===== src/hdl/chan_enable_defs.svh =====
// offsets, field positions and reset values of the channel enable bank
`ifndef CHAN_ENABLE_DEFS_SVH
`define CHAN_ENABLE_DEFS_SVH
// printed offsets step by one, not by four: they are word indexes
`define ENABLE_GROUPS_A_B_IDX   8'h40
`define ENABLE_GROUPS_C_D_IDX   8'h41
`define ENABLE_GROUPS_E_F_IDX   8'h42
`define ENABLE_GROUPS_G_H_IDX   8'h43
`define ENABLE_REG_COUNT        4
`define ENABLE_LO_POS           0
`define ENABLE_HI_POS           4
`define ENABLE_WRITABLE_MASK    8'h77
`define ENABLE_RESET_VALUE      8'h00
`define ENABLE_UNMAPPED_READ    32'h0000_0000
`endif


===== src/hdl/chan_enable_pkg.sv =====
// types for the channel enable bank
package chan_enable_pkg;
    typedef logic [7:0] enable_byte_t;
    // one avalon request as seen by the slave
    typedef struct packed {
        logic [7:0]  address;
        logic        read;
        logic        write;
        logic [3:0]  byteenable;
        logic [31:0] writedata;
    } bus_req_s;
    typedef enum logic [1:0] {
        BUS_IDLE,
        BUS_ANSWER
    } bus_state_e;
endpackage


===== src/hdl/channel_output_enable_bank.sv =====
// register bank of the 24 per-channel output enables, avalon-mm slave
// Operation
// - each output channel has one read/write enable bit, 0 off, 1 on
// - index 41h holds group D ch2..0 in bits 6..4, group C in 2..0
// - index 42h holds group F ch2..0 in bits 6..4, group E in 2..0
// - index 43h holds group H ch2..0 in bits 6..4, group G in 2..0
// - index 40h holds group B ch2..0 in bits 6..4, group A in 2..0
// - reset clears all enable bits, every output starts disabled
`timescale 1ns/10ps
`include "chan_enable_defs.svh"
module channel_output_enable_bank (
    input  wire logic        mclk,
    input  wire logic        rst_n,
    input  wire logic [7:0]  address,
    input  wire logic        read,
    input  wire logic        write,
    input  wire logic [3:0]  byteenable,
    input  wire logic [31:0] writedata,
    output logic      [31:0] readdata,
    output logic             waitrequest,
    output logic      [23:0] channelOn
);
    chan_enable_pkg::bus_req_s     req;
    chan_enable_pkg::bus_state_e   busState;
    chan_enable_pkg::enable_byte_t enables [`ENABLE_REG_COUNT];
    logic [1:0]                    hitIdx;
    logic                          hit;
    logic [2:0]                    hitCode;

    // word index to register number; used by read and write paths
    function automatic logic [2:0] decode(input logic [7:0] addr);
        case (addr)
            `ENABLE_GROUPS_A_B_IDX: decode = 3'b100;
            `ENABLE_GROUPS_C_D_IDX: decode = 3'b101;
            `ENABLE_GROUPS_E_F_IDX: decode = 3'b110;
            `ENABLE_GROUPS_G_H_IDX: decode = 3'b111;
            default:                decode = 3'b000;
        endcase
    endfunction

    assign req = '{address, read, write, byteenable, writedata};
    // one decode shared by the read and write paths
    assign hitCode = decode(req.address);
    assign hit = hitCode[2];
    assign hitIdx = hitCode[1:0];

    // one wait cycle per access: waitrequest drops in the answer cycle
    always_ff @(posedge mclk or negedge rst_n) begin
        if (!rst_n) begin
            busState <= chan_enable_pkg::BUS_IDLE;
        end else begin
            case (busState)
                chan_enable_pkg::BUS_IDLE: begin
                    if (req.read || req.write) begin
                        busState <= chan_enable_pkg::BUS_ANSWER;
                    end
                end
                chan_enable_pkg::BUS_ANSWER: busState <= chan_enable_pkg::BUS_IDLE;
                default:                     busState <= chan_enable_pkg::BUS_IDLE;
            endcase
        end
    end

    // waitrequest high except in the answer cycle; registered output
    always_ff @(posedge mclk or negedge rst_n) begin
        if (!rst_n) begin
            waitrequest <= 1'b1;
        end else begin
            waitrequest <= !(busState == chan_enable_pkg::BUS_IDLE && (req.read || req.write));
        end
    end

    // enable storage; only byte lane 0 carries data, reserved bits masked
    // the write lands at the edge where the master sees waitrequest low, never earlier
    generate
        for (genvar g = 0; g < `ENABLE_REG_COUNT; g++) begin : gen_reg
            always_ff @(posedge mclk or negedge rst_n) begin
                if (!rst_n) begin
                    enables[g] <= `ENABLE_RESET_VALUE;
                end else if (busState == chan_enable_pkg::BUS_ANSWER && req.write && !req.read && hit
                             && hitIdx == 2'(g) && req.byteenable[0]) begin
                    enables[g] <= req.writedata[7:0] & `ENABLE_WRITABLE_MASK;
                end
            end
            // low nibble group first, then high nibble group, per register
            always_ff @(posedge mclk or negedge rst_n) begin
                if (!rst_n) begin
                    channelOn[6*g +: 6] <= 6'h0;
                end else begin
                    channelOn[6*g +: 3]     <= enables[g][`ENABLE_LO_POS +: 3];
                    channelOn[6*g + 3 +: 3] <= enables[g][`ENABLE_HI_POS +: 3];
                end
            end
        end
    endgenerate

    // read data taken at the idle edge that first sees the request, ready in the answer cycle; unmapped reads zero
    always_ff @(posedge mclk or negedge rst_n) begin
        if (!rst_n) begin
            readdata <= `ENABLE_UNMAPPED_READ;
        end else if (busState == chan_enable_pkg::BUS_IDLE && req.read) begin
            readdata <= hit ? {24'h00_0000, enables[hitIdx] & `ENABLE_WRITABLE_MASK}
                            : `ENABLE_UNMAPPED_READ;
        end
    end

    // reset and read-path checks; the bench drives only legal requests
    property p_reset_disabled;
        @(posedge mclk) $rose(rst_n) |-> channelOn == 24'h00_0000;
    endproperty
    a_reset_disabled: assert property (p_reset_disabled) else $error("outputs not off after reset");

    property p_reserved_zero;
        @(posedge mclk) disable iff (!rst_n)
            !waitrequest && $past(req.read) |-> readdata[7] == 1'b0 && readdata[3] == 1'b0;
    endproperty
    a_reserved_zero: assert property (p_reserved_zero) else $error("reserved bit read as one");

    // enables reach the outputs three edges after the request is seen
    property p_write_reaches_ab;
        @(posedge mclk) disable iff (!rst_n)
            busState == chan_enable_pkg::BUS_IDLE && write && address == `ENABLE_GROUPS_A_B_IDX && byteenable[0]
            |-> ##3 channelOn[5:0] == {$past(writedata[6:4], 3), $past(writedata[2:0], 3)};
    endproperty
    a_write_reaches_ab: assert property (p_write_reaches_ab) else $error("group a/b enables wrong");

    property p_write_reaches_cd;
        @(posedge mclk) disable iff (!rst_n)
            busState == chan_enable_pkg::BUS_IDLE && write && address == `ENABLE_GROUPS_C_D_IDX && byteenable[0]
            |-> ##3 channelOn[11:6] == {$past(writedata[6:4], 3), $past(writedata[2:0], 3)};
    endproperty
    a_write_reaches_cd: assert property (p_write_reaches_cd) else $error("group c/d enables wrong");

    property p_write_reaches_ef;
        @(posedge mclk) disable iff (!rst_n)
            busState == chan_enable_pkg::BUS_IDLE && write && address == `ENABLE_GROUPS_E_F_IDX && byteenable[0]
            |-> ##3 channelOn[17:12] == {$past(writedata[6:4], 3), $past(writedata[2:0], 3)};
    endproperty
    a_write_reaches_ef: assert property (p_write_reaches_ef) else $error("group e/f enables wrong");

    property p_write_reaches_gh;
        @(posedge mclk) disable iff (!rst_n)
            busState == chan_enable_pkg::BUS_IDLE && write && address == `ENABLE_GROUPS_G_H_IDX && byteenable[0]
            |-> ##3 channelOn[23:18] == {$past(writedata[6:4], 3), $past(writedata[2:0], 3)};
    endproperty
    a_write_reaches_gh: assert property (p_write_reaches_gh) else $error("group g/h enables wrong");

    // read back of the group c/d register agrees with what its outputs show
    property p_readback;
        @(posedge mclk) disable iff (!rst_n)
            busState == chan_enable_pkg::BUS_IDLE && read && address == `ENABLE_GROUPS_C_D_IDX
            |=> readdata[7:0] == {1'b0, channelOn[11:9], 1'b0, channelOn[8:6]};
    endproperty
    a_readback: assert property (p_readback) else $error("read back differs from outputs");

    // exactly one wait cycle, then waitrequest high again
    property p_one_wait;
        @(posedge mclk) disable iff (!rst_n)
            busState == chan_enable_pkg::BUS_IDLE && (read || write) |=> !waitrequest ##1 waitrequest;
    endproperty
    a_one_wait: assert property (p_one_wait) else $error("answer timing wrong");

    // the hole just above the bank reads as zero
    property p_unmapped_zero;
        @(posedge mclk) disable iff (!rst_n)
            busState == chan_enable_pkg::BUS_IDLE && read && address == 8'(`ENABLE_GROUPS_G_H_IDX + 1)
            |=> readdata == `ENABLE_UNMAPPED_READ;
    endproperty
    a_unmapped_zero: assert property (p_unmapped_zero) else $error("unmapped read not zero");

    // waitrequest low only in the answer state; a low while idle would end a request unanswered
    property p_wait_only_answer;
        @(posedge mclk) disable iff (!rst_n) !waitrequest |-> busState == chan_enable_pkg::BUS_ANSWER;
    endproperty
    a_wait_only_answer: assert property (p_wait_only_answer) else $error("waitrequest low outside answer");

    // read data stands until the next read is taken, so a slow master still sees it
    property p_readdata_holds;
        @(posedge mclk) disable iff (!rst_n)
            !(busState == chan_enable_pkg::BUS_IDLE && read) |=> $stable(readdata);
    endproperty
    a_readdata_holds: assert property (p_readdata_holds) else $error("read data changed without a read");

    // per-register checks; register r sits at the first index plus r
    generate
        for (genvar r = 0; r < `ENABLE_REG_COUNT; r++) begin : gen_chk
            // a write lands only at the answer edge, reserved bits masked
            property p_write_lands;
                @(posedge mclk) disable iff (!rst_n)
                    busState == chan_enable_pkg::BUS_ANSWER && write && !read && byteenable[0]
                    && address == 8'(`ENABLE_GROUPS_A_B_IDX + r)
                    |=> enables[r] == ($past(writedata[7:0]) & `ENABLE_WRITABLE_MASK);
            endproperty
            a_write_lands: assert property (p_write_lands) else $error("enable write did not land");

            // lane 0 off means the byte is not ours to change
            property p_lane_ignored;
                @(posedge mclk) disable iff (!rst_n)
                    busState == chan_enable_pkg::BUS_ANSWER && write && !byteenable[0]
                    |=> enables[r] == $past(enables[r]);
            endproperty
            a_lane_ignored: assert property (p_lane_ignored) else $error("masked write changed an enable");

            // outside an answered write the stored enables never move
            property p_held_without_write;
                @(posedge mclk) disable iff (!rst_n)
                    !(busState == chan_enable_pkg::BUS_ANSWER && write) |=> enables[r] == $past(enables[r]);
            endproperty
            a_held_without_write: assert property (p_held_without_write) else $error("enable moved");

            // reserved places are never stored, so no path can leak them
            property p_reserved_stored;
                @(posedge mclk) disable iff (!rst_n) enables[r][7] == 1'b0 && enables[r][3] == 1'b0;
            endproperty
            a_reserved_stored: assert property (p_reserved_stored) else $error("reserved bit stored");
        end
    endgenerate

    // main scenarios that the bench is expected to reach
    c_write_ab: cover property (@(posedge mclk) disable iff (!rst_n) write && address == 8'h40 && !waitrequest);
    c_read_gh: cover property (@(posedge mclk) disable iff (!rst_n) read && address == 8'h43 && !waitrequest);
    c_all_on: cover property (@(posedge mclk) disable iff (!rst_n) channelOn == 24'hFF_FFFF);
    c_lane_masked: cover property (@(posedge mclk) disable iff (!rst_n) write && !byteenable[0] && !waitrequest);
    c_unmapped_read: cover property (@(posedge mclk) disable iff (!rst_n) read && !hit && !waitrequest);
endmodule


===== config.mk =====
export PLATFORM = sky130hd
export DESIGN_NAME = channel_output_enable_bank
export DESIGN_NICKNAME = d
export VERILOG_FILES = /design/src/hdl/chan_enable_pkg.sv /design/src/hdl/channel_output_enable_bank.sv
export VERILOG_INCLUDE_DIRS = /design/src /design/src/hdl
export SDC_FILE = /design/constraint.sdc
export NUM_CORES = 1
export LEC_CHECK = 0
export ABC_AREA = 1
export BUFFER_PORTS_ARGS = -buffer_cell sky130_fd_sc_hd__buf_2
export CORE_UTILIZATION = 25
export CTS_CLUSTER_DIAMETER = 100
export DETAILED_ROUTE_END_ITERATION = 10
export GPL_TIMING_DRIVEN = 0
export PLACE_DENSITY = 0.58
export REMOVE_ABC_BUFFERS = 1
export SYNTH_ARGS = -nofsm -noshare
export SYNTH_HDL_FRONTEND = slang
export SYNTH_SLANG_ARGS = --single-unit

===== constraint.sdc =====
create_clock -name mclk -period 4 [get_ports mclk]
set_clock_uncertainty 0.2 [all_clocks]
set_input_delay 0.8 -clock mclk [delete_from_list [all_inputs] [get_ports mclk]]
set_output_delay 0.8 -clock mclk [all_outputs]
set_load 0.005 [all_outputs]

---- Word-level counts from Yosys, hierarchy flattened ----
Cells that the tools add are included.
storage, ports and cells
  bits in registers ....................... 83
  output and inout port bits .............. 57
  logic and storage cells ................. 47
operators by class
  $lt $le $gt $ge ......................... 1
  eq/ne operators ......................... 9
  mux-type cells .......................... 7
  bitwise operators ....................... 1
  reduce and logical (&&, ||, !) cells .... 18
operator list
  operator                                                                number
  8-bit by 7-bit equality test with 1-bit output (second input constant)  4
  7-bit 2-to-1 mux                                                        3
  8-bit binary-select mux with 2-bit select                               1
  1-bit logical AND                                                       13
  3-bit one-hot mux with 4 select lines                                   1
  2-bit by 1-bit equality test with 1-bit output (second input constant)  2
  2-bit equality test (second input constant)                             2
  2-bit logical NOT                                                       2
  2-bit 2-to-1 mux                                                        2
  3-bit >= comparator (second input constant)                             1
  2-bit inverter with 3-bit output                                        1
  1-bit logical NOT                                                       2
  2-bit by 1-bit != test with 1-bit output (second input constant)        1
  1-bit logical OR                                                        1

---- Logic depth before layout (Yosys ltp) ----
  depth after elaboration ................. 7
  depth in mapped cells ................... 10

---- Least setup slack after synthesis ----
Ideal clock, no wire load.
  path type ............................... input -> register
  from .................................... input port address[4]
  to ...................................... register enables[24] (netlist bit)
  arrival ................................. 1605 ps
  data required time ...................... 3682 ps
  slack ................................... 2076 ps
  stages .................................. 9
  path buffers ............................ 1
  cell sequence ........................... inv_1 nand2_1 nor2_4 nand2_4 nor2_2 nand3_4 buf_8 nand2_2 o21ai_2
on the way
  cells in the longest elaborated chain, start to end .. 5
  elaborated cells on any way between the ends .. 9
ends and longest elaborated chain
  item                                                    RTL line                                                            source
  from (decl)                                             channel_output_enable_bank.sv:14                                    input wire logic [7:0] address,
  8-bit by 7-bit equality test with 1-bit output          channel_output_enable_bank.sv:32                                    case (addr)
  3-bit one-hot mux with 4 select lines (*)               channel_output_enable_bank.sv:32
  2-bit logical NOT or 1-bit logical AND (tied branches)  channel_output_enable_bank.sv:81, channel_output_enable_bank.sv:80
  1-bit logical AND (*) (2 in series)                     channel_output_enable_bank.sv:81                                    && hitIdx == 2'(g) && req.byteenable[0]) begin
  to (signal, indexed assignment)                         channel_output_enable_bank.sv:79                                    enables[g] <= `ENABLE_RESET_VALUE;
  to (signal, indexed assignment)                         channel_output_enable_bank.sv:82                                    enables[g] <= req.writedata[7:0] & `ENABLE_WRITABLE_MASK;
  to (decl)                                               channel_output_enable_bank.sv:25                                    chan_enable_pkg::enable_byte_t enables [`ENABLE_REG_COUNT];
Mark *: on every way between the ends. The rest lies on a longest branch, timed or not.
A chain may end at the register's enable or synchronous reset.

---- Final worst setup path ----
  from .................................... input port address[7]
  to ...................................... register enables[16] (netlist bit)
on the way
  cells in the longest elaborated chain, start to end .. 5
  elaborated cells on any way between the ends .. 9
ends and longest elaborated chain
  item                                                                                 RTL line
  8-bit by 7-bit equality test with 1-bit output                                       channel_output_enable_bank.sv:32
  3-bit one-hot mux with 4 select lines (*)                                            channel_output_enable_bank.sv:32
  2-bit by 1-bit equality test with 1-bit output or 1-bit logical AND (tied branches)  channel_output_enable_bank.sv:81, channel_output_enable_bank.sv:80
  1-bit logical AND (*) (2 in series)                                                  channel_output_enable_bank.sv:81
Marks and branches as above.

==> results.md <==
* WS Path Type: in2reg
* Min-Delay Path Depth at 0
* Vias in the first global route at 1,638
* Worst path arrival time at 2.41 ns
* Clock share of power at 36.6%
* Critical path depth in cells at 8
* Post-Synthesis Cells at 255
* WL/cell at 11.6 um
* Via count at 1,757
* Most frequent cells in the layout: nand2_1, dfrtp_1, buf_2
* Setup ws final at 1.60 ns
* Internal power at 0.783 mW
* Total Nets Final at 352
* Sequential power share at 56.9%
* Yosys warning count at 0
* Clock Sinks at 56
* CP startpoint kind: input port
* Crit path max fanout at 15
* Port-buffer cells at 49
* Worst Setup End Kind: flip-flop
* Total Power at 1.02 mW
* First DRT Iteration DRCs at 113
* DRT Pass-1 Iters at 5
* Place WS at 1.25 ns
* Buffer levels on the longest clock path at 2
* Core Rows at 35
* CTS resizes at 0
* Reg clk slew, reported paths at 0.09 ns
* Largest net degree at the start of global routing at 57
* Final WL at 5.02 mm
* DRC Markers at 0
* Switch share at 23.2%
* Die span in y at 101 um
* Diodes inserted at 0
* Netlist cell types at 25
* Fmax at 417 MHz
* Hold_ws at 0.206 ns
* Clock root buffer: clkbuf_8
* Final ANT Viol Nets at 0
* Post-synthesis sequential area ratio at 56.8%
* RR Endpoint: enables[16]$_DFFE_PN0P_
* Setup total negative slack at 0 ns
* Avg Inst Size Synth at 9.68 sq um
* Commonest non-fill, non-tap cell in the layout: nand2_1
* I/O pins at 105
* Core Area at 9420 sq um
* Layout Cells excl Fill at 434
* Slowest CP cell: nor2_1
* Number of CTS-inserted buffers at 5
* Area Overhead vs Synth at 16.0%
* All-Layer GR Usage at 10.3%
* H-Tree Depth at 2
* Worst Reg-to-Reg Cells at 4
* Crit path from: address[7]
* CTS tree: built
* Worst path bufs/invs at 2
* RSZ-0062 raised after global routing: false
* Dpl cells at 425
* Relative slew slack at 44.5%
* R2R setup slack at 2.14 ns
* Logic gate share of total power at 6.5%
* Max stage delay on crit path at 0.66 ns
* RR Startpoint: busState[0]$_DFFE_PN0P_
* Synth Cell Area at 2470 sq um
* Hold Path Class: reg2reg
* Hpwl dp at 3.66 mm
* Fin crit period at 2.40 ns
* Vias/cell at 4.05
* Die Area at 10,300 sq um
* Share of layout cells above drive strength 1 at 26.6%
* First-pass GRT wire length at 7.97 mm
* Switching power at 0.237 mW
* RePlAce Congestion at 0.769
* Tcrit/Tclk final at 60.0%
* Worst-Margin Slew at 0.830 ns
* Initial antenna violation count at 0
* LEAKAGE at 1.62 nW
* Die W at 101 um
* VDD IR max at 0.129 mV
* Status: finished, final reports clean
* Slew Limit Fails at 0
* Clock Latency Late Sink at 0.32 ns
* Initial Util at 26.2%
* Flops & latches, synth at 56
* Fin. Hold Viols at 0
* Crit path max-delay family: simple AND/OR/NAND/NOR gates
* Remaining global-route overflow at 0
* CTS Hold Buffers Added at 0
* CP required at 4.01 ns
* Worst Setup EP: enables[16]$_DFFE_PN0P_
* CP Cell Sequence: buf_2, inv_2, nand2_2, nor2_4, nand4_1, nor2_1, nand2_1, o21a_1
* Final setup vio count at 0
* Post-CTS setup buffers at 0
* Power Dens Cells at 356 nW/um^2
* Max-cap violations at 0
==> power groups by stage <==
stage                     combinational (mW)  clock (mW)  sequential (mW)
after floorplan                       0.0280           0            0.591
after global placement                0.0640           0            0.591
after detailed placement              0.0647           0            0.591
after CTS                             0.0649       0.383            0.580
after global routing                  0.0754       0.403            0.581
final                                 0.0660       0.373            0.580
==> through the flow <==
| stage | area (sq um) | utilization, % |
|---|---|---|
| after CTS | 2840 | 30.2 |
| after detailed placement | 2730 | 28.9 |
| final | 2860 | 30.4 |
| after global placement | 2730 | 28.9 |
| after global routing | 2860 | 30.4 |
| after floorplan | 2320 | - |
==> worst min path at each step <==
stage / startpoint / to / slack, ns
floorplan: enables[8]$_DFFE_PN0P_ / channelOn[12]$_DFF_PN0_ / 0.17
global placement: enables[29]$_DFFE_PN0P_ / channelOn[4]$_DFF_PN0_ / 0.19
detailed placement: enables[17]$_DFFE_PN0P_ / channelOn[7]$_DFF_PN0_ / 0.19
CTS: enables[17]$_DFFE_PN0P_ / channelOn[7]$_DFF_PN0_ / 0.21
global route: enables[16]$_DFFE_PN0P_ / channelOn[6]$_DFF_PN0_ / 0.23
finish: enables[8]$_DFFE_PN0P_ / channelOn[12]$_DFF_PN0_ / 0.21
==> worst register-to-register path, stage by stage, from the launching register on <==
cell,delay (ns)
dfrtp_1,0.37
nand3_2,0.22
nor2_1,0.72
nand2_1,0.11
o21a_1,0.14
==> registers in the layout, indices dropped and copies added, names as in the netlist <==
register and count:
readdata 6, enables 24, waitrequest 1, busState 1, channelOn 24
==> cell usage after synthesis (all sizes together) <==
library cell | number | area [sq um]
inv | 16 | 62.6
o21a | 6 | 45.0
dfstp | 1 | 26.3
dfrtp | 55 | 1380
nand2 | 95 | 377
o21ai | 19 | 118
conb | 1 | 3.75
buf | 33 | 243
nand3 | 3 | 32.5
nor2 | 12 | 81.3
nand4 | 14 | 103
==> metal layers <==
| layer | GRT usage, % | part of all wire [%] | vias to the layer above |
|---|---|---|---|
| li1 | - | - | 851 |
| met1 | 12.5 | 45 | 843 |
| met2 | 17.2 | 48 | 56 |
| met3 | 2.55 | 5.5 | 7 |
| met4 | 5.02 | 1.4 | 0 |
| met5 | 0 | 0 | - |
==> cell type report <==
type / count / area [sq um]
fill: 1012 / 6550
multi-input combinational: 175 / 853
clock buffer: 5 / 68.8
sequential: 56 / 1400
tap: 129 / 161
inverter: 16 / 62.6
clock inverter: 3 / 47.5
timing repair buffer: 50 / 265
==> cells by family (layout without fill, tap and decap cells) <==
kind of cell           Yosys count  after routing  share of synthesized area [%]
buffers and inverters           49             74                           12.4
other                            1             26                          0.152
flip-flops                      56             56                           56.8
AND/OR/NAND/NOR                124            124                           24.0
AO/OA/AOI/OAI                   25             25                           6.59
Note: power is estimated with default switching activity, not from simulation.
